[config.mk]
export PLATFORM = sky130hd
export DESIGN_NAME = counter_clock_gate_routing
export DESIGN_NICKNAME = d
export VERILOG_FILES = /design/src/hw/counter_route_pkg.sv /design/src/hw/counter_clock_gate_routing.sv /design/src/hw/width_measure_gate.sv
export SDC_FILE = /design/constraint.sdc
export NUM_CORES = 1
export LEC_CHECK = 0
export BUFFER_PORTS_ARGS = -buffer_cell sky130_fd_sc_hd__clkbuf_2
export CORE_ASPECT_RATIO = 1.5
export CORE_UTILIZATION = 52
export DETAILED_ROUTE_END_ITERATION = 10
export PLACE_DENSITY = 0.72
export SLEW_MARGIN = 20
export SYNTH_ARGS = -nofsm -noshare
export SYNTH_HDL_FRONTEND = slang
export SYNTH_SLANG_ARGS = --single-unit
[constraint.sdc]
create_clock -name clk_sys -period 2.2 [get_ports clk_sys]
set_input_delay 0.44 -clock clk_sys [delete_from_list [all_inputs] [get_ports clk_sys]]
set_output_delay 0.44 -clock clk_sys [all_outputs]
set_load 0.01 [all_outputs]
[src/hw/counter_route_pkg.sv]
// Package with offsets, field layouts, codes and timing for the counter clock and gate routing
package counter_route_pkg;

  // Register offsets
  localparam logic [7:0] ADDR_CTRL_BASE  = 8'h20;
  localparam logic [7:0] ADDR_CTRL_STEP  = 8'h02;
  localparam logic [7:0] ADDR_FREQ_SEL   = 8'h26;
  localparam logic [7:0] ADDR_IRQ_STATUS = 8'h40;
  localparam logic [7:0] ADDR_IRQ_CLEAR  = 8'h42;
  localparam logic [7:0] ADDR_IRQ_ENABLE = 8'h44;

  // Control and status field positions
  localparam int CLK_SRC_LSB   = 0;
  localparam int CLK_EDGE_BIT  = 2;
  localparam int SOFT_CLK_BIT  = 3;
  localparam int GATE_SRC_LSB  = 4;
  localparam int GATE_POL_BIT  = 6;
  localparam int SOFT_GATE_BIT = 7;
  localparam int MEAS_RST_BIT  = 8;
  localparam int GATE_STAT_BIT = 8;
  localparam int OUT_STAT_BIT  = 9;
  localparam int CLK_STAT_BIT  = 10;
  localparam int BUSY_STAT_BIT = 11;
  localparam int IRQ_DONE_LSB  = 0;
  localparam int IRQ_OUT_LSB   = 3;

  // Reset values
  localparam logic [7:0]  CTRL_RESET = 8'h00;
  localparam logic [1:0]  FREQ_RESET = 2'h0;
  localparam logic [15:0] READ_IDLE  = 16'h0000;

  // Internal clock periods and their cycle counts at 10 MHz
  localparam int CLK_SYS_NS   = 100;
  localparam int PERIOD_10M_NS = 100;
  localparam int PERIOD_1M_NS  = 1000;
  localparam int PERIOD_100K_NS = 10000;
  localparam int PERIOD_10K_NS = 100000;
  localparam logic [9:0] DIV_10M  = 10'((PERIOD_10M_NS + CLK_SYS_NS - 1) / CLK_SYS_NS);
  localparam logic [9:0] DIV_1M   = 10'((PERIOD_1M_NS + CLK_SYS_NS - 1) / CLK_SYS_NS);
  localparam logic [9:0] DIV_100K = 10'((PERIOD_100K_NS + CLK_SYS_NS - 1) / CLK_SYS_NS);
  localparam logic [9:0] DIV_10K  = 10'((PERIOD_10K_NS + CLK_SYS_NS - 1) / CLK_SYS_NS);

  typedef enum logic [1:0] {
    CLK_SRC_SOFT  = 2'b00,
    CLK_SRC_INT   = 2'b01,
    CLK_SRC_EXT   = 2'b10,
    CLK_SRC_CHAIN = 2'b11
  } clk_src_t;

  typedef enum logic [1:0] {
    GATE_SRC_SOFT    = 2'b00,
    GATE_SRC_CHAIN   = 2'b01,
    GATE_SRC_EXT     = 2'b10,
    GATE_SRC_MEASURE = 2'b11
  } gate_src_t;

  typedef enum logic [1:0] {
    FREQ_10M  = 2'b00,
    FREQ_1M   = 2'b01,
    FREQ_100K = 2'b10,
    FREQ_10K  = 2'b11
  } freq_sel_t;

  typedef enum logic [2:0] {
    MEAS_DONE      = 3'b000,
    MEAS_WAIT_LOW  = 3'b001,
    MEAS_WAIT_HIGH = 3'b010,
    MEAS_PASS      = 3'b011
  } meas_state_t;

endpackage

[src/hw/counter_clock_gate_routing.sv]
// Clock and gate routing, status and interrupt logic in front of three counters
//
// The strobed register port and the register addresses are this design's own decisions.
`timescale 1ns/100ps
module counter_clock_gate_routing #(
  parameter int NUM_COUNTERS = 3
) (
  // Clock and reset
  input  wire logic                    clk_sys,
  input  wire logic                    arst_n,
  // Register port
  input  wire logic [7:0]              addr,
  input  wire logic [15:0]             wdata,
  input  wire logic                    wr_stb,
  input  wire logic                    rd_stb,
  output logic      [15:0]             rdata,
  // Connector pins
  input  wire logic [NUM_COUNTERS-1:0] ext_counter_clock_pin,
  input  wire logic [NUM_COUNTERS-1:0] ext_counter_gate_pin,
  // Counter side
  input  wire logic [NUM_COUNTERS-1:0] cnt_out,
  output logic      [NUM_COUNTERS-1:0] cnt_clk,
  output logic      [NUM_COUNTERS-1:0] cnt_tick,
  output logic      [NUM_COUNTERS-1:0] cnt_gate,
  // Interrupt
  output logic                         irq
);

  localparam int IRQ_W = 2 * NUM_COUNTERS;

  // Chaining and the register map assume exactly three counters
  if (NUM_COUNTERS != 3) begin : g_bad_count
    $error("counter_clock_gate_routing serves exactly three counters");
  end

  // Per-counter control fields
  counter_route_pkg::clk_src_t  clock_source_select  [NUM_COUNTERS];
  counter_route_pkg::gate_src_t gate_source_select   [NUM_COUNTERS];
  logic [NUM_COUNTERS-1:0]      clock_edge_sel;
  logic [NUM_COUNTERS-1:0]      soft_clock_bit;
  logic [NUM_COUNTERS-1:0]      gate_polarity_bit;
  logic [NUM_COUNTERS-1:0]      soft_gate_bit;
  logic [NUM_COUNTERS-1:0]      width_measure_reset;
  logic [NUM_COUNTERS-1:0]      meas_rearm;
  logic [NUM_COUNTERS-1:0]      meas_gate;
  logic [NUM_COUNTERS-1:0]      width_measure_busy;
  logic [NUM_COUNTERS-1:0]      busy_q;
  logic [NUM_COUNTERS-1:0]      out_q;
  logic [NUM_COUNTERS-1:0]      ctrl_hit;

  // Synchronisers
  logic [NUM_COUNTERS-1:0]      clk_pin_s1;
  logic [NUM_COUNTERS-1:0]      clk_pin_s2;
  logic [NUM_COUNTERS-1:0]      gate_pin_s1;
  logic [NUM_COUNTERS-1:0]      gate_pin_s2;

  // Internal clock divider
  counter_route_pkg::freq_sel_t internal_frequency_select;
  logic [9:0]                   div_cnt;
  logic [9:0]                   div_period;
  logic                         int_tick;

  // Routed levels
  logic [NUM_COUNTERS-1:0]      next_clk;
  logic [NUM_COUNTERS-1:0]      next_gate;

  // Interrupts
  logic [IRQ_W-1:0]             irq_status;
  logic [IRQ_W-1:0]             irq_enable;
  logic [IRQ_W-1:0]             irq_event;
  logic [IRQ_W-1:0]             irq_clear;

  // Two flip-flops on every connector input
  always_ff @(posedge clk_sys or negedge arst_n) begin
    if (!arst_n) begin
      clk_pin_s1  <= '0;
      clk_pin_s2  <= '0;
      gate_pin_s1 <= '0;
      gate_pin_s2 <= '0;
    end else begin
      clk_pin_s1  <= ext_counter_clock_pin;
      clk_pin_s2  <= clk_pin_s1;
      gate_pin_s1 <= ext_counter_gate_pin;
      gate_pin_s2 <= gate_pin_s1;
    end
  end

  // Shared frequency select
  always_ff @(posedge clk_sys or negedge arst_n) begin
    if (!arst_n) begin
      internal_frequency_select <= counter_route_pkg::freq_sel_t'(counter_route_pkg::FREQ_RESET);
    end else if (wr_stb && addr == counter_route_pkg::ADDR_FREQ_SEL) begin
      internal_frequency_select <= counter_route_pkg::freq_sel_t'(wdata[1:0]);
    end
  end

  always_comb begin
    unique case (internal_frequency_select)
      counter_route_pkg::FREQ_10M:  div_period = counter_route_pkg::DIV_10M;
      counter_route_pkg::FREQ_1M:   div_period = counter_route_pkg::DIV_1M;
      counter_route_pkg::FREQ_100K: div_period = counter_route_pkg::DIV_100K;
      counter_route_pkg::FREQ_10K:  div_period = counter_route_pkg::DIV_10K;
    endcase
  end

  // At 10 MHz the tick is high every cycle; >= keeps a faster select from stalling after a change
  assign int_tick = (div_cnt >= div_period - 10'h001);

  always_ff @(posedge clk_sys or negedge arst_n) begin
    if (!arst_n) begin
      div_cnt <= '0;
    end else if (int_tick) begin
      div_cnt <= '0;
    end else begin
      div_cnt <= div_cnt + 10'h001;
    end
  end

  // Per-counter routing
  for (genvar n = 0; n < NUM_COUNTERS; n++) begin : g_counter
    localparam int PREV = (n + NUM_COUNTERS - 1) % NUM_COUNTERS;

    assign ctrl_hit[n] = (addr == counter_route_pkg::ADDR_CTRL_BASE + 8'(n) * counter_route_pkg::ADDR_CTRL_STEP);

    always_ff @(posedge clk_sys or negedge arst_n) begin
      if (!arst_n) begin
        clock_source_select[n] <= counter_route_pkg::CLK_SRC_SOFT;
        gate_source_select[n]  <= counter_route_pkg::GATE_SRC_SOFT;
        clock_edge_sel[n]      <= counter_route_pkg::CTRL_RESET[counter_route_pkg::CLK_EDGE_BIT];
        soft_clock_bit[n]      <= counter_route_pkg::CTRL_RESET[counter_route_pkg::SOFT_CLK_BIT];
        gate_polarity_bit[n]   <= counter_route_pkg::CTRL_RESET[counter_route_pkg::GATE_POL_BIT];
        soft_gate_bit[n]       <= counter_route_pkg::CTRL_RESET[counter_route_pkg::SOFT_GATE_BIT];
        width_measure_reset[n] <= 1'b0;
      end else if (wr_stb && ctrl_hit[n]) begin
        clock_source_select[n] <= counter_route_pkg::clk_src_t'(wdata[counter_route_pkg::CLK_SRC_LSB +: 2]);
        gate_source_select[n]  <= counter_route_pkg::gate_src_t'(wdata[counter_route_pkg::GATE_SRC_LSB +: 2]);
        clock_edge_sel[n]      <= wdata[counter_route_pkg::CLK_EDGE_BIT];
        soft_clock_bit[n]      <= wdata[counter_route_pkg::SOFT_CLK_BIT];
        gate_polarity_bit[n]   <= wdata[counter_route_pkg::GATE_POL_BIT];
        soft_gate_bit[n]       <= wdata[counter_route_pkg::SOFT_GATE_BIT];
        width_measure_reset[n] <= wdata[counter_route_pkg::MEAS_RST_BIT];
      end
    end

    // Only a 0 to 1 change of the written rearm bit restarts the measurement
    assign meas_rearm[n] = wr_stb && ctrl_hit[n] && wdata[counter_route_pkg::MEAS_RST_BIT]
                           && !width_measure_reset[n];

    width_measure_gate u_measure (
      .clk_sys  (clk_sys),
      .arst_n   (arst_n),
      .rearm    (meas_rearm[n]),
      .sig      (gate_pin_s2[n]),
      .gate_out (meas_gate[n]),
      .busy     (width_measure_busy[n])
    );

    always_comb begin
      unique case (clock_source_select[n])
        counter_route_pkg::CLK_SRC_SOFT:  next_clk[n] = soft_clock_bit[n];
        counter_route_pkg::CLK_SRC_INT:   next_clk[n] = int_tick;
        counter_route_pkg::CLK_SRC_EXT:   next_clk[n] = clk_pin_s2[n];
        counter_route_pkg::CLK_SRC_CHAIN: next_clk[n] = cnt_out[PREV];
      endcase
    end

    always_comb begin
      unique case (gate_source_select[n])
        counter_route_pkg::GATE_SRC_SOFT:    next_gate[n] = soft_gate_bit[n];
        counter_route_pkg::GATE_SRC_CHAIN:   next_gate[n] = cnt_out[PREV];
        counter_route_pkg::GATE_SRC_EXT:     next_gate[n] = gate_pin_s2[n];
        counter_route_pkg::GATE_SRC_MEASURE: next_gate[n] = meas_gate[n];
      endcase
    end

    // Falling edge is served by inverting, so the counter counts on a rising edge for every source but the internal tick
    always_ff @(posedge clk_sys or negedge arst_n) begin
      if (!arst_n) begin
        cnt_clk[n]  <= 1'b0;
        cnt_tick[n] <= 1'b0;
        cnt_gate[n] <= 1'b0;
      end else begin
        cnt_clk[n]  <= next_clk[n] ^ clock_edge_sel[n];
        // A free-running internal tick has no edge to find at the top rate
        cnt_tick[n] <= (clock_source_select[n] == counter_route_pkg::CLK_SRC_INT) ? int_tick
                       : ((next_clk[n] ^ clock_edge_sel[n]) && !cnt_clk[n]);
        cnt_gate[n] <= next_gate[n] ^ gate_polarity_bit[n];
      end
    end

  end

  // Event history for interrupts
  always_ff @(posedge clk_sys or negedge arst_n) begin
    if (!arst_n) begin
      busy_q <= '0;
      out_q  <= '0;
    end else begin
      busy_q <= width_measure_busy;
      out_q  <= cnt_out;
    end
  end

  assign irq_event[counter_route_pkg::IRQ_DONE_LSB +: NUM_COUNTERS] = busy_q & ~width_measure_busy;
  assign irq_event[counter_route_pkg::IRQ_OUT_LSB +: NUM_COUNTERS]  = cnt_out & ~out_q;
  assign irq_clear = (wr_stb && addr == counter_route_pkg::ADDR_IRQ_CLEAR) ? wdata[IRQ_W-1:0] : '0;

  // A new event beats a clear in the same cycle
  always_ff @(posedge clk_sys or negedge arst_n) begin
    if (!arst_n) begin
      irq_status <= '0;
    end else begin
      irq_status <= (irq_status & ~irq_clear) | irq_event;
    end
  end

  always_ff @(posedge clk_sys or negedge arst_n) begin
    if (!arst_n) begin
      irq_enable <= '0;
    end else if (wr_stb && addr == counter_route_pkg::ADDR_IRQ_ENABLE) begin
      irq_enable <= wdata[IRQ_W-1:0];
    end
  end

  assign irq = |(irq_status & irq_enable);

  // Read data stands only in the cycle after the strobe
  always_ff @(posedge clk_sys or negedge arst_n) begin
    if (!arst_n) begin
      rdata <= counter_route_pkg::READ_IDLE;
    end else if (!rd_stb) begin
      rdata <= counter_route_pkg::READ_IDLE;
    end else begin
      rdata <= counter_route_pkg::READ_IDLE;
      for (int i = 0; i < NUM_COUNTERS; i++) begin
        if (ctrl_hit[i]) begin
          rdata[counter_route_pkg::CLK_SRC_LSB +: 2]  <= clock_source_select[i];
          rdata[counter_route_pkg::CLK_EDGE_BIT]      <= clock_edge_sel[i];
          rdata[counter_route_pkg::SOFT_CLK_BIT]      <= soft_clock_bit[i];
          rdata[counter_route_pkg::GATE_SRC_LSB +: 2] <= gate_source_select[i];
          rdata[counter_route_pkg::GATE_POL_BIT]      <= gate_polarity_bit[i];
          rdata[counter_route_pkg::SOFT_GATE_BIT]     <= soft_gate_bit[i];
          rdata[counter_route_pkg::GATE_STAT_BIT]     <= cnt_gate[i];
          rdata[counter_route_pkg::OUT_STAT_BIT]      <= cnt_out[i];
          rdata[counter_route_pkg::CLK_STAT_BIT]      <= cnt_clk[i];
          rdata[counter_route_pkg::BUSY_STAT_BIT]     <= width_measure_busy[i];
        end
      end
      if (addr == counter_route_pkg::ADDR_IRQ_STATUS) begin
        rdata[IRQ_W-1:0] <= irq_status;
      end
      if (addr == counter_route_pkg::ADDR_IRQ_ENABLE) begin
        rdata[IRQ_W-1:0] <= irq_enable;
      end
    end
  end
endmodule

[src/hw/width_measure_gate.sv]
// Pulse width measurement gate: passes one positive cycle of the measured signal
`timescale 1ns/100ps
module width_measure_gate (
  // Clock and reset
  input  wire logic clk_sys,
  input  wire logic arst_n,
  // Control
  input  wire logic rearm,
  input  wire logic sig,
  // Results
  output logic      gate_out,
  output logic      busy
);

  counter_route_pkg::meas_state_t state;

  always_ff @(posedge clk_sys or negedge arst_n) begin
    if (!arst_n) begin
      state <= counter_route_pkg::MEAS_DONE;
    end else if (rearm) begin
      state <= counter_route_pkg::MEAS_WAIT_LOW;
    end else begin
      unique case (state)
        counter_route_pkg::MEAS_DONE: begin
          state <= counter_route_pkg::MEAS_DONE;
        end
        // A signal already high is skipped so only a whole positive cycle passes
        counter_route_pkg::MEAS_WAIT_LOW: begin
          if (!sig) state <= counter_route_pkg::MEAS_WAIT_HIGH;
        end
        counter_route_pkg::MEAS_WAIT_HIGH: begin
          if (sig) state <= counter_route_pkg::MEAS_PASS;
        end
        counter_route_pkg::MEAS_PASS: begin
          if (!sig) state <= counter_route_pkg::MEAS_DONE;
        end
        default: begin
          state <= counter_route_pkg::MEAS_DONE;
        end
      endcase
    end
  end

  assign gate_out = (state == counter_route_pkg::MEAS_PASS);
  assign busy     = (state != counter_route_pkg::MEAS_DONE);
endmodule

# Word level (Yosys, flattened, before mapping)
# Cells that the tools add are included.
# classes
n_mux	33
n_eq_ne	46
n_lt_le_gt_ge	1
bitwise_logic	14
n_addsub	2
reduce_logical	35
# op_table
cell	n
$mux W12	4
$pmux W10 S4	1
$mux W3	12
$eq A8 B6 Y1 const B	4
$eq A2 B2 Y1 const B	14
$ne A3 B2 Y1 const B	9
$pmux W3 S3	3
$eq A8 B7 Y1 const B	3
$pmux W1 S4	6
$eq A3 B2 Y1 const B	6
$mux W6	3
$logic_and A1 B1 Y1	15
$eq A2 B1 Y1 const B	7
$logic_not A2 Y1	7
$and A6 B6 Y6	2
$add A10 B1 Y10 const B	1
$ge A10 B10 Y1	1
$mux W10	1
$sub A10 B1 Y10 const B	1
$eq A3 B1 Y1 const B	3
$reduce_and A3 Y1	3
$reduce_bool A3 Y1	3
$and A3 B3 Y3	2
$logic_not A1 Y1	6
6 further kinds	14
# totals
reg_bits	103
out_inout_bits	26

# Longest topological paths before layout
# Gate-level depths: netlist of the first run.
# logic_depth
word_depth	8
mapped_depth	10
ltp_nobuf	8

# Hierarchy
# From an unflattened synthesis of the first run, not the netlist that was laid out.
# unflattened
hier_cells	404
hier_area_um2	4754.6
# modules_own_cells
mod	area_each_um2	n_inst	seq_area_each_um2	cells_each
counter_clock_gate_routing	4232.8	1	2252.2	353
width_measure_gate	173.9	3	50.0	17

# Least setup slack after synthesis of the first run
# Ideal clock, no wire load.
# synth_path
kind	input -> register
startpoint	input port addr[3]
endpoint	register clock_edge_sel[2]
path_stages	7
t_arrival_ns	2.253
path_slack_ns	-0.178
setup_ns	0.125
cell_sequence	or4b_1 -> buf_2 -> or3b_1 -> buf_2 -> or2_4 -> buf_6 -> mux2_4
# synth_via
elab_chain_cells	2
# synth_lines
item	line	source
start, declared	counter_clock_gate_routing.sv:12	input wire logic [7:0] addr,
$eq A8 B6 Y1	counter_clock_gate_routing.sv:123	assign ctrl_hit[n] = (addr == counter_route_pkg::ADDR_CTRL_BASE + 8'(n) * counter_route_pkg::ADDR_CTRL_STEP);
$logic_and A1 B1 Y1	counter_clock_gate_routing.sv:134	end else if (wr_stb && ctrl_hit[n]) begin
end signal, assigned by index	counter_clock_gate_routing.sv:129	clock_edge_sel[n] <= counter_route_pkg::CTRL_RESET[counter_route_pkg::CLK_EDGE_BIT];
end signal, assigned by index	counter_clock_gate_routing.sv:137	clock_edge_sel[n] <= wdata[counter_route_pkg::CLK_EDGE_BIT];
end, declared	counter_clock_gate_routing.sv:39	logic [NUM_COUNTERS-1:0] clock_edge_sel;
# No other way between the ends.
# A chain may end at the register's enable or synchronous reset.

# Worst setup path after layout of the first run
# layout_path
startpoint	register internal_frequency_select[0]
endpoint	register cnt_tick[1]
# layout_via
elab_chain_cells	8
# layout_lines
item	line	source
start, declared	counter_clock_gate_routing.sv:58	counter_route_pkg::freq_sel_t internal_frequency_select;
start signal, assigned	counter_clock_gate_routing.sv:91	internal_frequency_select <= counter_route_pkg::freq_sel_t'(counter_route_pkg::FREQ_RESET);
start signal, assigned	counter_clock_gate_routing.sv:93	internal_frequency_select <= counter_route_pkg::freq_sel_t'(wdata[1:0]);
$eq A2 B2 Y1 (tied with other cells)	counter_clock_gate_routing.sv:98	unique case (internal_frequency_select)
$pmux W10 S4 *	counter_clock_gate_routing.sv:98	
$sub A10 B1 Y10 *	counter_clock_gate_routing.sv:107	assign int_tick = (div_cnt >= div_period - 10'h001);
$ge A10 B10 Y1 *	counter_clock_gate_routing.sv:107	
$pmux W1 S4	counter_clock_gate_routing.sv:159	unique case (clock_source_select[n])
$xor A1 B1 Y1	counter_clock_gate_routing.sv:186	: ((next_clk[n] ^ clock_edge_sel[n]) && !cnt_clk[n]);
$logic_and A1 B1 Y1	counter_clock_gate_routing.sv:186	
$mux W1 *	counter_clock_gate_routing.sv:185	cnt_tick[n] <= (clock_source_select[n] == counter_route_pkg::CLK_SRC_INT) ? int_tick
end signal, assigned by index	counter_clock_gate_routing.sv:185	
end, declared	counter_clock_gate_routing.sv:23	output logic [NUM_COUNTERS-1:0] cnt_tick,
# Every way passes the cells marked *; elsewhere a longest branch is shown, timed or not. The select of a mux whose other input is x is not followed.

==> results of run 1 <==
cell usage in the layout (no fill, tap or decap), types with 4 or more instances in the layout:
master / Yosys / final
a21oi_1: 11 / 10
a22o_1: 6 / 6
a22oi_1: 12 / 12
and3_1: 5 / 5
buf_4: 4 / 31
clkbuf_16: 0 / 9
clkbuf_2: 0 / 50
conb_1: 2 / 5
dfrtp_1: 96 / 96
ha_1: 23 / 20
inv_1: 29 / 28
mux2_2: 27 / 26
mux2_4: 7 / 8
mux2i_1: 7 / 7
nand2_1: 26 / 24
nand3_1: 11 / 11
nor2_1: 22 / 20
nor2b_1: 8 / 8
nor3_1: 5 / 5
o21ai_0: 34 / 34
o311a_1: 6 / 6
o311ai_0: 7 / 7
xnor2_1: 4 / 4
xor2_1: 13 / 13
what timing repair did:
item,in CTS,in global routing
buffers inserted,2,0
endpoints found under the setup margin,13,13
gates resized for setup,6,7
pin swaps,4,2
flip-flops by register name (all words and copies together) (netlist names), 6 cells and up:
name	cells
clock_source_select	6
div_cnt	10
g_counter.u_measure.state	6
gate_source_select	6
irq_enable	6
irq_status	6
rdata	12
critical path, delay by kind of cell, from the launching register on:
| kind | cells | cell delay (ns) |
|---|---|---|
| AO/OA/AOI/OAI | 1 | 0.13 |
| adder cells (fa/ha/maj) | 1 | 0.20 |
| multiplexers | 1 | 0.29 |
| flip-flops | 1 | 0.38 |
| AND/OR/NAND/NOR | 4 | 1.00 |
per-stage QoR:
step	setup TNS (ns)	util (%)
floorplan	-1.92	-
global placement	-3.28	61.3
detailed placement	-4.31	61.3
CTS	0	65.2
global route	0	65.6
finish	0	65.6
cell type report:
type	instances	area (um^2)	share of cell area [%]
Tap cell	107	134	2.40
Clock inverter	3	40.0	0.717
Timing Repair Buffer	83	514	9.21
Inverter	29	109	1.95
Sequential cell	96	2400	43.0
Clock buffer	13	260	4.66
Multi-Input combinational cell	270	2120	38.0
worst paths after layout:
check / from / endpoint / slack [ns] / cells after the start
worst max-delay path: internal_frequency_select[0] / cnt_tick[1] / 0.08 / 7
worst min-delay path: arst_n / div_cnt[2] / 0.05 / 1
worst max register to register: internal_frequency_select[0] / cnt_tick[1] / 0.08 / 7
worst min register to register: clk_pin_s1[1] / clk_pin_s2[1] / 0.35 / 0
max in group asynchronous: arst_n / gate_polarity_bit[0] / 1.46 / 2
min in group clk_sys: ext_counter_clock_pin[2] / clk_pin_s1[2] / 0.20 / 1
metal layers:
metal	wire length, um	global-route usage, %
met1	3980	27.4
met2	5700	43.3
met3	388	3.26
met4	252	11.9
met5	0	0
cells by family (layout without fill, tap and decap cells):
family / count (synthesis) / in the layout / share of synthesized area [%]
XOR/XNOR: 17 / 17 / 3.21
adder cells (fa/ha/maj): 23 / 23 / 6.20
AND/OR/NAND/NOR: 97 / 97 / 10.6
AO/OA/AOI/OAI: 84 / 84 / 11.8
other: 2 / 5 / 0.162
multiplexers: 44 / 44 / 11.8
flip-flops: 96 / 96 / 51.7
buffers and inverters: 49 / 128 / 4.53
power breakdown:
group	leakage, nW	internal (W)	switching (W)
logic	1.43	0.000541	0.000631
registers	1.20	0.00198	0.000153
clock network	0.150	0.000940	0.000630
total	2.77	0.00346	0.00141
synth_stat cells, drive strengths merged (9+ instances only):
cell / instances / share of area [%]
dfrtp: 96 / 52
ha: 23 / 6.2
nor2: 22 / 1.8
buf: 9 / 1.3
mux2: 34 / 8.8
nand3: 11 / 1.2
o21ai: 34 / 3.7
inv: 29 / 2.3
a21oi: 11 / 1.2
a22oi: 12 / 1.9
clkbuf: 11 / 0.89
xor2: 13 / 2.5
nand2: 26 / 2.1
==> impl_metrics.tcl, run 1 <==
set metrics [dict create \
    synthArstFlopShare_pct 100 \
    area_growth_pct 20.2 \
    synthDistinctLibCells 44 \
    path_cells "or2_4 -> ha_4 -> nand2b_4 -> a21oi_2 -> nor3_1 -> or4_4 -> mux2_4" \
    dr.pass1.iters 4 \
    arrival_ns 2.34 \
    die_area_um2 9320 \
    setup_viol_count_final 0 \
    fin_area_um2 5580 \
    hold_class "in -> async" \
    syn_inst 412 \
    ir_worst_vdd_mv 0.564 \
    routabilityCongestion 0.847 \
    cts_root_buf "clkbuf_16" \
    io_pins 63 \
    die_h_um 118 \
    maxSlewViolCount 0 \
    clockBufferDepth 2 \
    hold_slack_ns 0.0496 \
    rows 41 \
    critPathKind "reg -> reg" \
    skew_ns 0.00617 \
    dr_total_vias 3367 \
    wl_per_cell_um 17.2 \
    critical_path_required_ns 2.42 \
    synth_area_per_cell_um2 11.3 \
    startpoint_type "register" \
    ys.flop_type "dfrtp_1" \
    syn_area_um2 4640 \
    grt_max_degree 39 \
    post-place-ws_ns -0.201 \
    crit_fanout 7 \
    antenna_cells 0 \
    drive_above_1_share_pct 31.0 \
    core-area_um2 8520 \
    power_density_nw_per_um2 873 \
    drt_wl_total_um 10300 \
    seq_area_frac_synth_pct 51.7 \
    ys_warn_count 0 \
    fin_crit_sh_pct 96.4 \
    ctsHoldBuffers 0 \
    min_period_ns 2.12 \
    drc_errors 0 \
    overflow 0 \
    cts.htree.levels 3 \
    hpwl_um 7720 \
    cts.sink_count 96 \
    final_hold_viol_count 0 \
    drv_cap 0 \
    final_nets 549 \
    placed_area_um2 5220 \
    drt_iter0_drc 215 \
    numPortBuffers 51 \
    worstSetupEndpointType "register" \
    start_util_pct 54.5 \
    clock_latency_ns 0.34 \
    ys_ff_latch 96 \
    die_width_um 79.2 \
    grt_setup_unrepaired "false" \
    outcome "completed" \
    antenna_found_initial 0 \
    grt_pass1_wl_um 17100 \
    grt_util_all_layers_pct 24.2 \
    power_leakage_nw 2.77 \
    ant_nets 0 \
    placed_cells 584 \
    slowest_stage "or4_4" \
    via_per_inst 5.60 \
    fin_ws_ns 0.0798 \
    cts_tree "done" \
    power_w 0.00488 \
    synth_edf_count 0 \
    numCtsBuffers 9 \
    clk_pin_slew_worst_paths_ns 0.06 \
    slowest_delay_ns 0.54 \
    grt_pass1_vias 3556 \
    fill_cells 693 \
    final_cells 601 \
    clock.fmax_mhz 472 \
]
No activity file was read; power rests on OpenSTA's default activity.
==> inputs of run 2 (changes only) <==
--- a/config.mk
+++ b/config.mk
@@ -7,9 +7,9 @@
 export LEC_CHECK = 0
 export BUFFER_PORTS_ARGS = -buffer_cell sky130_fd_sc_hd__clkbuf_2
 export CORE_ASPECT_RATIO = 1.5
-export CORE_UTILIZATION = 52
+export CORE_UTILIZATION = 35
 export DETAILED_ROUTE_END_ITERATION = 10
-export PLACE_DENSITY = 0.72
+export PLACE_DENSITY = 0.51
 export SLEW_MARGIN = 20
 export SYNTH_ARGS = -nofsm -noshare
 export SYNTH_HDL_FRONTEND = slang
==> impl_metrics.tcl, run 2 (synthesis gave the netlist of run 1 again) <==
set metrics [dict create \
    outcome "finished with violations" \
    layout_common_cells "96 x dfrtp_1, 50 x clkbuf_2, 33 x o21ai_0" \
    grt_setup_unrepaired "true" \
    reg.largest.list "rdata x12, div_cnt x10" \
    final_common_cell "dfrtp_1" \
    area_growth_pct 22.5 \
    power_frac_comb_pct 24.5 \
    placed_cells 632 \
    setup_viol_count_final 0 \
    critPathKind "reg -> reg" \
    power_leakage_nw 2.79 \
    hold_class "in -> async" \
    p_sw_share_pct 28.6 \
    clockBufferDepth 2 \
    clkPwrFrac_pct 34.4 \
    critical_path_required_ns 2.43 \
    drt_iter0_drc 131 \
    clock.fmax_mhz 462 \
    dr_total_vias 3301 \
    slowest_delay_ns 0.56 \
    drt_wl_total_um 11200 \
    fin_crit_sh_pct 98.4 \
    min_period_ns 2.17 \
    dr.pass1.iters 4 \
    seqPwrFrac_pct 41.1 \
    cts_tree "done" \
    die_width_um 96.1 \
    final_hold_viol_count 3 \
    path_cells "or2_4 -> ha_4 -> nand2b_4 -> a21oi_4 -> nor3_2 -> or4_4 -> buf_8 -> a21o_1" \
    via_per_inst 5.09 \
    fin_tns_setup_ns 0 \
    grt_max_degree 51 \
    io_pins 63 \
    grt_pass1_vias 3369 \
    routabilityCongestion 0.786 \
    worstSetupEndpointType "register" \
    cts_root_buf "clkbuf_16" \
    grt_pass1_wl_um 17600 \
    hpwl_um 8290 \
    clock_latency_ns 0.34 \
    critical_path_buf_inv_count 1 \
    intPower_w 0.00371 \
    final_cells 649 \
    crit_fanout 6 \
    grt_util_all_layers_pct 17.5 \
    violations "negative hold slack" \
    numPortBuffers 51 \
    die_area_um2 13700 \
    top_register "rdata" \
    numCtsBuffers 9 \
    ir_worst_vdd_mv 0.492 \
    fin_util_pct 43.9 \
    cts.htree.levels 3 \
    skew_ns 0.00810 \
    clk_pin_slew_worst_paths_ns 0.07 \
    slowest_stage "or4_4" \
    path_delay_family "simple AND/OR/NAND/NOR gates" \
    drc_errors 0 \
    hold_slack_ns -0.00183 \
    post-place-ws_ns -0.157 \
    arrival_ns 2.39 \
    overflow 0 \
    ant_nets 0 \
    largest_register_ffs 12 \
    antenna_cells 0 \
    ctsHoldBuffers 0 \
    core-area_um2 13000 \
    p_sw_w 0.00148 \
    startpoint_type "register" \
    maxSlewViolCount 0 \
    rows 51 \
    start_util_pct 35.9 \
    drive_above_1_share_pct 30.4 \
    die_h_um 143 \
    final_nets 545 \
    cts.sink_count 96 \
    antenna_found_initial 0 \
    wl_per_cell_um 17.2 \
    drv_cap 0 \
    power_density_nw_per_um2 913 \
    fin_ws_ns 0.0346 \
]
[run 2: power by group through the flow]
stage	Clock, W	Combinational [W]	Sequential, W
after floorplan	0	0.000706	0.00216
after global placement	0	0.00109	0.00216
after detailed placement	0	0.00114	0.00217
after CTS	0.00184	0.00116	0.00213
after global routing	0.00190	0.00142	0.00217
final	0.00179	0.00127	0.00214
[run 2: what timing repair did]
action,4_1_cts,5_1_grt
gates cloned,0,1
pin swaps,0,4
endpoints found under the setup margin,9,6
hold endpoints to repair,0,0
buffers inserted,0,0
resized for setup,2,11
[run 2: area by class of cell]
class                      instances  area [um^2]
clock inverter                     7          118
tap                              159          199
fill                            1258         7260
inverter                          29          109
sequential                        96         2400
multi-input combinational        270         2120
clock buffer                       9          225
timing repair buffer              79          518
[run 2: per-layer routing]
layer | global-route usage [%] | part of all wire, % | vias to the layer above
met5 | 0 | 0 | -
met4 | 6.36 | 2.3 | 0
met3 | 2.61 | 2.3 | 16
met2 | 32.0 | 56 | 49
met1 | 20.0 | 40 | 1646
li1 | - | - | 1590
[run 2: per-stage QoR]
stage	total power (W)	cell area (um^2)
6_report	0.00519	5690
5_1_grt	0.00548	5690
4_1_cts	0.00514	5610
3_5_place_dp	0.00331	5260
3_3_place_gp	0.00324	5260
2_1_floorplan	0.00287	4680
[run 2: final timing paths]
kind / depth (start not counted) / from / endpoint / slack [ns]
hold reg to reg: 0 / clk_pin_s1[0] / clk_pin_s2[0] / 0.35
setup / recovery: 8 / internal_frequency_select[1] / cnt_tick[2] / 0.03
max in group asynchronous: 2 / arst_n / div_cnt[4] / 1.58
min in group clk_sys: 1 / ext_counter_gate_pin[0] / gate_pin_s1[0] / 0.20
setup reg to reg: 8 / internal_frequency_select[1] / cnt_tick[2] / 0.03
hold / removal: 1 / arst_n / gate_polarity_bit[0] / -0.002
[run 2: worst register-to-register path, stage by stage, from the launching register on]
cell and delay, ns:
dfrtp_1 0.38, or2_4 0.26, ha_4 0.21, nand2b_4 0.14, a21oi_4 0.14, nor3_2 0.05
or4_4 0.56, buf_8 0.17, a21o_1 0.15
